--- src/hw/dfd_pkg.sv ---
// Package of constants for the driver fault diagnosis block
package dfd_pkg;
  // ----------------------------------------------------------------
  // Fault codes, first reported bit in bit 1
  // ----------------------------------------------------------------
  localparam logic [1:0] DFD_CODE_OK = 2'h3;
  localparam logic [1:0] DFD_CODE_OPEN = 2'h1;
  localparam logic [1:0] DFD_CODE_BAT = 2'h2;
  localparam logic [1:0] DFD_CODE_GND = 2'h0;
  // ----------------------------------------------------------------
  // Register map (byte addresses)
  // ----------------------------------------------------------------
  localparam logic [7:0] DFD_ADDR_CMD = 8'h00;
  localparam logic [7:0] DFD_ADDR_CFG1 = 8'h04;
  localparam logic [7:0] DFD_ADDR_CFG2 = 8'h08;
  localparam logic [7:0] DFD_ADDR_DIAG = 8'h0c;
  localparam logic [7:0] DFD_ADDR_STAT = 8'h10;
  // ----------------------------------------------------------------
  // Configuration bit positions
  // ----------------------------------------------------------------
  localparam int DFD_CFG1_OUTPUT_DISABLE_BIT = 0;
  localparam int DFD_CFG1_PULL_DIS = 1;
  localparam int DFD_CFG1_GND_METHOD = 2;
  localparam int DFD_CFG1_BAT_LATCH = 3;
  localparam int DFD_CFG2_IGN_LS_OFF = 0;
  localparam logic [31:0] DFD_CFG1_RST = 32'h0000_0008;
  localparam logic [31:0] DFD_CFG2_RST = 32'h0000_0000;
  // ----------------------------------------------------------------
  // Timing in ns, clock period in ns
  // ----------------------------------------------------------------
  localparam int DFD_CLK_NS = 50;
  localparam int DFD_OVC_FILT_NS = 5000;
  localparam int DFD_OFF_FILT_NS = 65000;
  localparam int DFD_MASK_NS = 500000;
  localparam int DFD_IGN_FILT_NS = 100000;
  localparam int DFD_OVC_FILT_CYC = DFD_OVC_FILT_NS / DFD_CLK_NS;
  localparam int DFD_OFF_FILT_CYC = DFD_OFF_FILT_NS / DFD_CLK_NS;
  localparam int DFD_MASK_CYC = (DFD_MASK_NS + DFD_CLK_NS - 1) / DFD_CLK_NS;
  localparam int DFD_IGN_FILT_CYC = DFD_IGN_FILT_NS / DFD_CLK_NS;
  localparam int DFD_CNT_W = 16;
endpackage : dfd_pkg

--- src/hw/dfd_top.sv ---
// Fault diagnosis and protection for low-side and ignition channels
//
// What this block does
// Each channel reports 2-bit code: 11 ok, 01 open, 10 battery, 00 ground.
// Low-side fault codes hold until each diagnosis read returns them to ok.
// While off, first fault is kept; only an on-state fault replaces it.
// Continuous overcurrent past filter time switches low-side off, latches code.
// After overcurrent, drive returns on command re-edge or diagnosis read.
// Off-state voltage below low is ground, between is open, above is ok.
// Off-state results are ignored for mask delay after each switch-off.
// Off-state faults need the off filter time, then latch until read.
// Pull disable bit blocks open and ground detection on low-current group.
// Ignition outputs go high impedance on reset or output disable bit.
// Configuration word two bit zero forces ignition low-side stage off.
// Select bit picks current or voltage method for ignition ground short.
// Current method: overcurrent past filter latches ground code, tri-states.
// Voltage method: voltage below low past filter latches ground, tri-states.
// Ground tri-state ends on diagnosis read or command off-on cycle.
// Low current past filter latches open code; output stays driven.
// Voltage above battery threshold past filter sets battery code, tri-states.
// Battery short outranks open load on an ignition channel.
// Mode bit selects latched or non-latched battery short handling.
// Latched: code clears on read; drive returns on read or off-on.
// Non-latched: voltage back below threshold past filter clears fault.
// Host commands outputs and reads diagnosis over the control channel.
// Filter timers restart when their condition drops before expiry.
`timescale 1ns/1ps
`default_nettype none
module dfd_top
  import dfd_pkg::*;
#(
  parameter int NLS = 4,
  parameter int NIGN = 4,
  parameter logic [NLS-1:0] LC_GROUP = 4'hc,
  parameter int MASK_CYC = DFD_MASK_CYC
) (
  input wire logic pclk,
  input wire logic presetn,
  input wire logic psel,
  input wire logic penable,
  input wire logic pwrite,
  input wire logic [7:0] paddr,
  input wire logic [31:0] pwdata,
  output logic [31:0] prdata,
  output logic pready,
  output logic pslverr,
  input wire logic [NLS-1:0] ls_ovc_in,
  input wire logic [NLS-1:0] ls_below_low_in,
  input wire logic [NLS-1:0] ls_above_high_in,
  input wire logic [NIGN-1:0] ign_ovc_in,
  input wire logic [NIGN-1:0] ign_below_low_in,
  input wire logic [NIGN-1:0] ign_low_cur_in,
  input wire logic [NIGN-1:0] ign_above_bat_in,
  output logic [NLS-1:0] ls_drive,
  output logic [NLS-1:0] ls_pull_en,
  output logic [NIGN-1:0] ign_hs_on,
  output logic [NIGN-1:0] ign_ls_on,
  output logic [NIGN-1:0] ign_oe_n
);
  // ----------------------------------------------------------------
  // Input synchronisers
  // ----------------------------------------------------------------
  localparam int NIN = 3 * NLS + 4 * NIGN;
  logic [NIN-1:0] sync1_r;
  logic [NIN-1:0] sync2_r;
  always_ff @(posedge pclk or negedge presetn) begin
    if (!presetn) begin
      sync1_r <= '0;
      sync2_r <= '0;
    end else begin
      sync1_r <= {ls_ovc_in, ls_below_low_in, ls_above_high_in, ign_ovc_in,
                  ign_below_low_in, ign_low_cur_in, ign_above_bat_in};
      sync2_r <= sync1_r;
    end
  end
  logic [NLS-1:0] ls_ovc, ls_low, ls_high;
  logic [NIGN-1:0] ig_ovc, ig_low, ig_lcur, ig_bat;
  assign {ls_ovc, ls_low, ls_high, ig_ovc, ig_low, ig_lcur, ig_bat} = sync2_r;

  // ----------------------------------------------------------------
  // Register file over APB
  // ----------------------------------------------------------------
  logic [31:0] cmd_r, cfg1_r, cfg2_r;
  logic diag_rd;
  logic apb_acc, apb_wr, addr_ok;
  assign apb_acc = psel && penable;
  assign apb_wr = apb_acc && pwrite;
  assign addr_ok = (paddr == DFD_ADDR_CMD) || (paddr == DFD_ADDR_CFG1) ||
                   (paddr == DFD_ADDR_CFG2) || (paddr == DFD_ADDR_DIAG) ||
                   (paddr == DFD_ADDR_STAT);
  // Diagnosis read event
  assign diag_rd = apb_acc && !pwrite && (paddr == DFD_ADDR_DIAG);
  // Zero-wait slave: ready held high from a flop
  always_ff @(posedge pclk or negedge presetn) begin
    if (!presetn) begin
      pready <= 1'b1;
    end else begin
      pready <= 1'b1;
    end
  end
  always_ff @(posedge pclk or negedge presetn) begin
    if (!presetn) begin
      cmd_r <= '0;
      cfg1_r <= DFD_CFG1_RST;
      cfg2_r <= DFD_CFG2_RST;
    end else if (apb_wr) begin
      if (paddr == DFD_ADDR_CMD) cmd_r <= pwdata;
      if (paddr == DFD_ADDR_CFG1) cfg1_r <= pwdata;
      if (paddr == DFD_ADDR_CFG2) cfg2_r <= pwdata;
    end
  end
  logic output_disable_bit, pull_dis, gnd_by_volt, bat_latch, ign_ls_off;
  assign output_disable_bit = cfg1_r[DFD_CFG1_OUTPUT_DISABLE_BIT];
  assign pull_dis = cfg1_r[DFD_CFG1_PULL_DIS];
  assign gnd_by_volt = cfg1_r[DFD_CFG1_GND_METHOD];
  assign bat_latch = cfg1_r[DFD_CFG1_BAT_LATCH];
  assign ign_ls_off = cfg2_r[DFD_CFG2_IGN_LS_OFF];
  logic [NLS-1:0] ls_cmd;
  logic [NIGN-1:0] ig_cmd;
  assign ls_cmd = cmd_r[NLS-1:0];
  assign ig_cmd = cmd_r[16+NIGN-1:16];

  // Filter counter step: restart when condition drops, saturate at all ones
  function automatic logic [DFD_CNT_W-1:0] flt_step(
    input logic cond, input logic [DFD_CNT_W-1:0] cnt);
    // Restart on drop
    if (!cond) flt_step = '0;
    else if (cnt != '1) flt_step = cnt + 1'b1;
    else flt_step = cnt;
  endfunction : flt_step

  // ----------------------------------------------------------------
  // Low-side channels
  // ----------------------------------------------------------------
  localparam logic [DFD_CNT_W-1:0] OVC_LIM = DFD_CNT_W'(DFD_OVC_FILT_CYC);
  localparam logic [DFD_CNT_W-1:0] OFF_LIM = DFD_CNT_W'(DFD_OFF_FILT_CYC);
  localparam logic [DFD_CNT_W-1:0] MSK_LIM = DFD_CNT_W'(MASK_CYC);
  logic [1:0] ls_code_r [NLS];
  logic [NLS-1:0] ls_trip_r, ls_cmd_q_r, ls_drv_q_r, ls_off_hold_r;
  logic [DFD_CNT_W-1:0] ls_ovc_cnt_r [NLS];
  logic [DFD_CNT_W-1:0] ls_gnd_cnt_r [NLS];
  logic [DFD_CNT_W-1:0] ls_opn_cnt_r [NLS];
  logic [DFD_CNT_W-1:0] ls_msk_cnt_r [NLS];
  for (genvar i = 0; i < NLS; i++) begin : g_ls
    logic on_st, diag_ok, gnd_c, opn_c, ovc_hit, gnd_hit, opn_hit;
    assign on_st = ls_cmd[i] && !ls_trip_r[i];
    // Mask after switch-off; pull disable on low-current group
    assign diag_ok = !on_st && (ls_msk_cnt_r[i] >= MSK_LIM) &&
                     !(pull_dis && LC_GROUP[i]);
    // Voltage classification
    assign gnd_c = diag_ok && ls_low[i];
    assign opn_c = diag_ok && !ls_low[i] && !ls_high[i];
    // Overcurrent filter
    assign ovc_hit = on_st && ls_ovc[i] && (ls_ovc_cnt_r[i] >= OVC_LIM);
    // Off-state filter
    assign gnd_hit = gnd_c && (ls_gnd_cnt_r[i] >= OFF_LIM);
    assign opn_hit = opn_c && (ls_opn_cnt_r[i] >= OFF_LIM);
    always_ff @(posedge pclk or negedge presetn) begin
      if (!presetn) begin
        ls_ovc_cnt_r[i] <= '0;
        ls_gnd_cnt_r[i] <= '0;
        ls_opn_cnt_r[i] <= '0;
        ls_msk_cnt_r[i] <= '0;
      end else begin
        ls_ovc_cnt_r[i] <= flt_step(on_st && ls_ovc[i], ls_ovc_cnt_r[i]);
        ls_gnd_cnt_r[i] <= flt_step(gnd_c, ls_gnd_cnt_r[i]);
        ls_opn_cnt_r[i] <= flt_step(opn_c, ls_opn_cnt_r[i]);
        ls_msk_cnt_r[i] <= on_st ? '0 : flt_step(1'b1, ls_msk_cnt_r[i]);
      end
    end
    always_ff @(posedge pclk or negedge presetn) begin
      if (!presetn) begin
        ls_code_r[i] <= DFD_CODE_OK;
        ls_trip_r[i] <= 1'b0;
        ls_cmd_q_r[i] <= 1'b0;
        ls_off_hold_r[i] <= 1'b0;
      end else begin
        ls_cmd_q_r[i] <= ls_cmd[i];
        // Overcurrent shutdown, set wins over read
        if (ovc_hit) begin
          ls_code_r[i] <= DFD_CODE_BAT;
          ls_trip_r[i] <= 1'b1;
          ls_off_hold_r[i] <= 1'b0;
        end else if ((gnd_hit || opn_hit) && !ls_off_hold_r[i]) begin
          // First off-state fault kept
          ls_code_r[i] <= gnd_hit ? DFD_CODE_GND : DFD_CODE_OPEN;
          ls_off_hold_r[i] <= 1'b1;
        end else if (diag_rd) begin
          // Read returns code to ok
          ls_code_r[i] <= DFD_CODE_OK;
          ls_off_hold_r[i] <= 1'b0;
        end
        // Re-enable on read or command low then high
        if (!ovc_hit && ls_trip_r[i] &&
            (diag_rd || (ls_cmd[i] && !ls_cmd_q_r[i])))
          ls_trip_r[i] <= 1'b0;
      end
    end
    always_ff @(posedge pclk or negedge presetn) begin
      if (!presetn) begin
        ls_drive[i] <= 1'b0;
        ls_pull_en[i] <= 1'b0;
      end else begin
        ls_drive[i] <= on_st && !ovc_hit;
        ls_pull_en[i] <= !on_st && !(pull_dis && LC_GROUP[i]);
      end
    end
  end

  // ----------------------------------------------------------------
  // Ignition channels
  // ----------------------------------------------------------------
  localparam logic [DFD_CNT_W-1:0] IGN_LIM = DFD_CNT_W'(DFD_IGN_FILT_CYC);
  logic [1:0] ig_code_r [NIGN];
  logic [NIGN-1:0] ig_gnd_tri_r, ig_bat_tri_r, ig_cmd_q_r;
  logic [DFD_CNT_W-1:0] ig_gnd_cnt_r [NIGN];
  logic [DFD_CNT_W-1:0] ig_opn_cnt_r [NIGN];
  logic [DFD_CNT_W-1:0] ig_bat_cnt_r [NIGN];
  logic [DFD_CNT_W-1:0] ig_clr_cnt_r [NIGN];
  for (genvar i = 0; i < NIGN; i++) begin : g_ig
    logic tri_st, on_st, gnd_c, gnd_hit, opn_hit, bat_hit, clr_hit, reon;
    assign tri_st = ig_gnd_tri_r[i] || ig_bat_tri_r[i];
    assign on_st = ig_cmd[i] && !tri_st;
    // Method select for ground short
    assign gnd_c = on_st && (gnd_by_volt ? ig_low[i] : ig_ovc[i]);
    // Filtered ground short
    assign gnd_hit = gnd_c && (ig_gnd_cnt_r[i] >= IGN_LIM);
    // Filtered open load
    assign opn_hit = on_st && ig_lcur[i] && (ig_opn_cnt_r[i] >= IGN_LIM);
    // Battery short in on or off state
    assign bat_hit = ig_bat[i] && (ig_bat_cnt_r[i] >= IGN_LIM);
    // Voltage back below threshold past filter
    assign clr_hit = !bat_latch && ig_bat_tri_r[i] && !ig_bat[i] &&
                     (ig_clr_cnt_r[i] >= IGN_LIM);
    assign reon = diag_rd || (ig_cmd[i] && !ig_cmd_q_r[i]);
    always_ff @(posedge pclk or negedge presetn) begin
      if (!presetn) begin
        ig_gnd_cnt_r[i] <= '0;
        ig_opn_cnt_r[i] <= '0;
        ig_bat_cnt_r[i] <= '0;
        ig_clr_cnt_r[i] <= '0;
      end else begin
        ig_gnd_cnt_r[i] <= flt_step(gnd_c, ig_gnd_cnt_r[i]);
        ig_opn_cnt_r[i] <= flt_step(on_st && ig_lcur[i], ig_opn_cnt_r[i]);
        ig_bat_cnt_r[i] <= flt_step(ig_bat[i], ig_bat_cnt_r[i]);
        ig_clr_cnt_r[i] <= flt_step(ig_bat_tri_r[i] && !ig_bat[i],
                                    ig_clr_cnt_r[i]);
      end
    end
    always_ff @(posedge pclk or negedge presetn) begin
      if (!presetn) begin
        ig_code_r[i] <= DFD_CODE_OK;
        ig_gnd_tri_r[i] <= 1'b0;
        ig_bat_tri_r[i] <= 1'b0;
        ig_cmd_q_r[i] <= 1'b0;
      end else begin
        ig_cmd_q_r[i] <= ig_cmd[i];
        // Battery short outranks the rest
        if (bat_hit) begin
          ig_code_r[i] <= DFD_CODE_BAT;
          ig_bat_tri_r[i] <= 1'b1;
        end else if (gnd_hit) begin
          ig_code_r[i] <= DFD_CODE_GND;
          ig_gnd_tri_r[i] <= 1'b1;
        end else if (opn_hit && ig_code_r[i] != DFD_CODE_BAT) begin
          ig_code_r[i] <= DFD_CODE_OPEN;
        end else if (clr_hit) begin
          // Non-latched clear
          ig_code_r[i] <= DFD_CODE_OK;
          ig_bat_tri_r[i] <= 1'b0;
        end else begin
          // Latched: read clears code
          if (diag_rd && (bat_latch || !ig_bat_tri_r[i]))
            ig_code_r[i] <= DFD_CODE_OK;
          // Drive returns on read or off-on
          if (reon) begin
            ig_gnd_tri_r[i] <= 1'b0;
            if (bat_latch) ig_bat_tri_r[i] <= 1'b0;
          end
        end
      end
    end
    always_ff @(posedge pclk or negedge presetn) begin
      if (!presetn) begin
        // High impedance during reset
        ign_hs_on[i] <= 1'b0;
        ign_ls_on[i] <= 1'b0;
        ign_oe_n[i] <= 1'b1;
      end else begin
        // Output disable; open load keeps drive
        ign_oe_n[i] <= output_disable_bit || tri_st || gnd_hit || bat_hit;
        ign_hs_on[i] <= on_st && !gnd_hit && !bat_hit && !output_disable_bit;
        // Low-side stage forced off
        ign_ls_on[i] <= !ig_cmd[i] && !tri_st && !bat_hit && !output_disable_bit &&
                        !ign_ls_off;
      end
    end
  end

  // ----------------------------------------------------------------
  // Read data
  // ----------------------------------------------------------------
  logic [31:0] diag_word;
  always_comb begin
    diag_word = '0;
    // Two bits per channel, low-side then ignition
    for (int k = 0; k < NLS; k++) diag_word[2*k +: 2] = ls_code_r[k];
    for (int k = 0; k < NIGN; k++) diag_word[16+2*k +: 2] = ig_code_r[k];
  end
  always_ff @(posedge pclk or negedge presetn) begin
    if (!presetn) begin
      prdata <= '0;
      pslverr <= 1'b0;
    end else if (psel && !penable) begin
      pslverr <= !addr_ok;
      case (paddr)
        DFD_ADDR_CMD: prdata <= cmd_r;
        DFD_ADDR_CFG1: prdata <= cfg1_r;
        DFD_ADDR_CFG2: prdata <= cfg2_r;
        DFD_ADDR_DIAG: prdata <= diag_word;
        DFD_ADDR_STAT: prdata <= {8'h00, 4'h0, 4'(ign_oe_n),
                                  12'h000, 4'(ls_trip_r)};
        default: prdata <= '0;
      endcase
    end
  end
endmodule : dfd_top
`default_nettype wire

--- config.mk ---
export PLATFORM = sky130hd
export DESIGN_NAME = dfd_top
export DESIGN_NICKNAME = d
export VERILOG_FILES = /design/src/hw/dfd_pkg.sv /design/src/hw/dfd_top.sv
export SDC_FILE = /design/constraint.sdc
export NUM_CORES = 1
export LEC_CHECK = 0
export BUFFER_PORTS_ARGS = -buffer_cell sky130_fd_sc_hd__buf_2
export CAP_MARGIN = 20
export CORE_ASPECT_RATIO = 0.75
export CORE_MARGIN = 2
export CORE_UTILIZATION = 35
export DETAILED_ROUTE_END_ITERATION = 12
export GPL_TIMING_DRIVEN = 0
export SETUP_SLACK_MARGIN = 0.05
export SLEW_MARGIN = 20
export SYNTH_ARGS = -nofsm -noshare
export SYNTH_HDL_FRONTEND = slang
export SYNTH_SLANG_ARGS = --single-unit
export TNS_END_PERCENT = 20
--- constraint.sdc ---
create_clock -name pclk -period 2.35 [get_ports pclk]
set_input_delay 0.1175 -clock pclk [delete_from_list [all_inputs] [get_ports pclk]]
set_output_delay 0.1175 -clock pclk [all_outputs]
set_load 0.1 [all_outputs]
==> impl_metrics.yaml <==
worst_setup_path:
  cp_max_fo: 7
  crit_type: "flop to flop"
  arrival_ns: 2.77
  critPathLaunch: "cfg1_r[2]"
  r2r_start: "cfg1_r[2]"
  r2r-end: "ign_hs_on[3]"
  cp-start-kind: "flop"
  critical_path.endpoint_type: "flop"
  rrSetupSlack_ns: 0.06
  r2r_cells: 5
  cp.required_ns: 2.83
drt:
  postRouteWirelength_um: 94700
  via_count: 29600
  ant_nets: 0
  detail_route.wl_per_cell_um: 16.9
  drtIter0Drc: 2175
  route.detailed.drc: 0
  dr.pass1.iters: 8
  viasPerCell: 5.28
logic_synthesis:
  synthesis.area_mm2: 0.0378
  yosysWarnings: 0
  synth_top_area_cell: "dfrtp_1"
  syn-num-nets: 3948
  synth_edf_count: 0
  synthCells: 3811
  ys_ff_latch: 757
  async_flop_share_pct: 100
  yosysUniqueCellTypes: 91
  synth.top_cells.by_area: "dfrtp_1 49%, xnor2_1 5.0%, nor2_1 4.9%"
  synth_top_area_share_pct: 48.7
  syn_area_per_cell_um2: 9.92
  yosysSeqAreaShare_pct: 50.2
  synthFlopType: "dfrtp_1"
grt:
  grt_pass1_vias: 27400
  busiest_layer: "met1"
  grt_use_total_pct: 16.9
  use_met2_pct: 22.8
  grt_overflow: 0
  grt_pass1_wl_um: 152000
  grt_max_degree: 97
  antenna_found_initial: 6
  grt.met1_usage_pct: 26.3
  grt_use_met3_pct: 4.60
floorplan:
  core-area_mm2: 0.107
  die_h_um: 289
  io_pins: 127
  initial_utilization_pct: 35.3
  die-area_mm2: 0.111
  std_cell_rows: 104
  die_w_um: 384
power_and_ir_drop:
  internal_power_uw: 22200
  p_switching_uw: 7080
  cellPowerDensity_mw_per_mm2: 659
  vdd_drop_max_mv: 0.582
  p_comb_share_pct: 4.8
  seqPwrFrac_pct: 46.8
  fin_total_pwr_uw: 29300
  p_leak_uw: 0.0181
  swShare_pct: 24.2
  clkPwrFrac_pct: 48.4
cts:
  htreeDepth: 3
  cts_tree: "yes"
  root_buffer: "clkbuf_16"
  clkTransAtPathRegs_ns: 0.06
  clock_path_buffers: 3
  worstSkewPairLatency_ns: 0.69
  numCtsBuffers: 84
  cts.sinks: 757
timing:
  fin_crit_ns: 2.29
  period_share_pct: 97.5
  fmax_mhz: 436
  setup_viol: 0
  rsz0062_at_grt: "false"
  max_slew.worst_pin.slew_ns: 1.06
  fin_setup_tns_ns: 0
  drv_slew: 0
  skew_ns: 0.0472
  slew_headroom_pct: 29.4
  hold_violations: 0
placement:
  dp_hpwl_um: 65500
  port_buffers: 124
  gp_congestion: 0.861
flow_run:
  maxCapViolations: 0
layout:
  ff_latch_area_mm2: 0.0190
  mostFrequentLayoutCells: "733 x dfrtp_1, 493 x nor2_1, 260 x nand2_1, 215 x xnor2_1, 196 x nand3_1"
  layout-drive-gt1-share_pct: 12.4
  fill_cells: 10400
  layout_commonest_cell: "dfrtp_1"
  nets: 4242
  area_delta_synth_final_pct: 17.6
  multi_input_area_mm2: 0.0180
  fin_util_pct: 41.5
status:
  outcome: "finished clean"
worst_hold_path:
  min_path_type: "input port to async pin"
[worst max-delay path by stage]
stage,endpoint,slack [ns],depth (start not counted)
CTS,ig_gnd_tri_r[3],0.07,4
global placement,ig_gnd_cnt_r[42],-15.53,1
global route,ign_oe_n[1],0.05,6
detailed placement,ign_oe_n[0],-0.58,6
finish,ign_hs_on[3],0.06,5
floorplan,ig_gnd_tri_r[0],0.28,4
[registers in the layout, indices dropped and copies added (netlist names), 16 cells and up]
name / cells
cfg1_r: 32
cfg2_r: 32
cmd_r: 32
diag_word: 16
ig_bat_cnt_r: 64
ig_clr_cnt_r: 64
ig_gnd_cnt_r: 64
ig_opn_cnt_r: 64
ls_gnd_cnt_r: 64
ls_msk_cnt_r: 64
ls_opn_cnt_r: 64
ls_ovc_cnt_r: 64
prdata: 32
sync1_r: 28
sync2_r: 28
[cell usage after synthesis, drive strengths merged (32+ instances only)]
master,count
ha,64
xor2,99
a21oi,175
dfrtp,736
clkbuf,101
or4,38
nand2,261
a31oi,46
xnor2,215
o21ai,165
nand4,99
inv,131
and4,49
nor4,50
nor2,498
a211oi,80
nor3,141
and3,94
nand3,198
mux2i,33
or3,43
mux2,108
and2,32
[critical path, stage by stage (launching register included)]
cell,delay (ns)
dfrtp_2,0.53
mux2_2,0.41
nand2_1,0.25
a31o_2,0.26
nand2_1,0.12
nor3b_2,0.49
[power groups by stage]
stage	combinational, uW	clock, uW	sequential (uW)
floorplan	644	0	13900
global placement	1230	0	14000
detailed placement	1310	0	14000
CTS	1420	14600	13700
global route	1590	15100	13800
finish	1400	14200	13700
[what timing repair did]
item	4_1_cts	5_1_grt
setup buffers	2	7
pin swaps	1	5
hold endpoints to repair	394	0
cloned	0	0
gates resized for setup	21	37
hold buffers	67	0
endpoints found under the setup margin	137	130
[cells by family after synthesis]
group                    after synthesis  share of synthesized area (%)
AND/OR/NAND/NOR                     1595                           21.2
flip-flops                           757                           50.2
AO/OA/AOI/OAI                        670                           11.5
XOR/XNOR                             314                           7.27
buffers and inverters                261                           2.90
multiplexers                         149                           4.86
adder cells (fa/ha/maj)               64                           2.12
other                                  1                        0.00992
[layer usage]
layer  share of wire, %  up-vias
li1                   -    14300
met5              0.029        -
met2                 40      679
met1                 51    14500
met3                7.2      131
met4                2.2        4
[metrics by stage]
stage / setup WS (ns) / hold slack, ns / cells / instance area [um2]
2_1_floorplan: 0.281 / -0.178 / 3811 / 37800
3_3_place_gp: -15.53 / 0.226 / 5366 / 40200
3_5_place_dp: -0.580 / 0.0517 / 5376 / 40500
4_1_cts: 0.0708 / 0.000677 / 5600 / 44300
5_1_grt: 0.0508 / 0.0325 / 5607 / 44500
6_report: 0.0584 / 0.0557 / 5609 / 44500
[final cells by class]
cell class	instances	area share, %
diodes	3	0.0169
well taps	1431	4.03
clock inverters	33	1.18
clock buffers	123	5.51
multi-input cells	2793	40.4
inverters	134	1.13
plain buffers	125	1.34
repair buffers	210	3.70
flip-flops and latches	757	42.7
No activity file was read; power rests on OpenSTA's default activity.
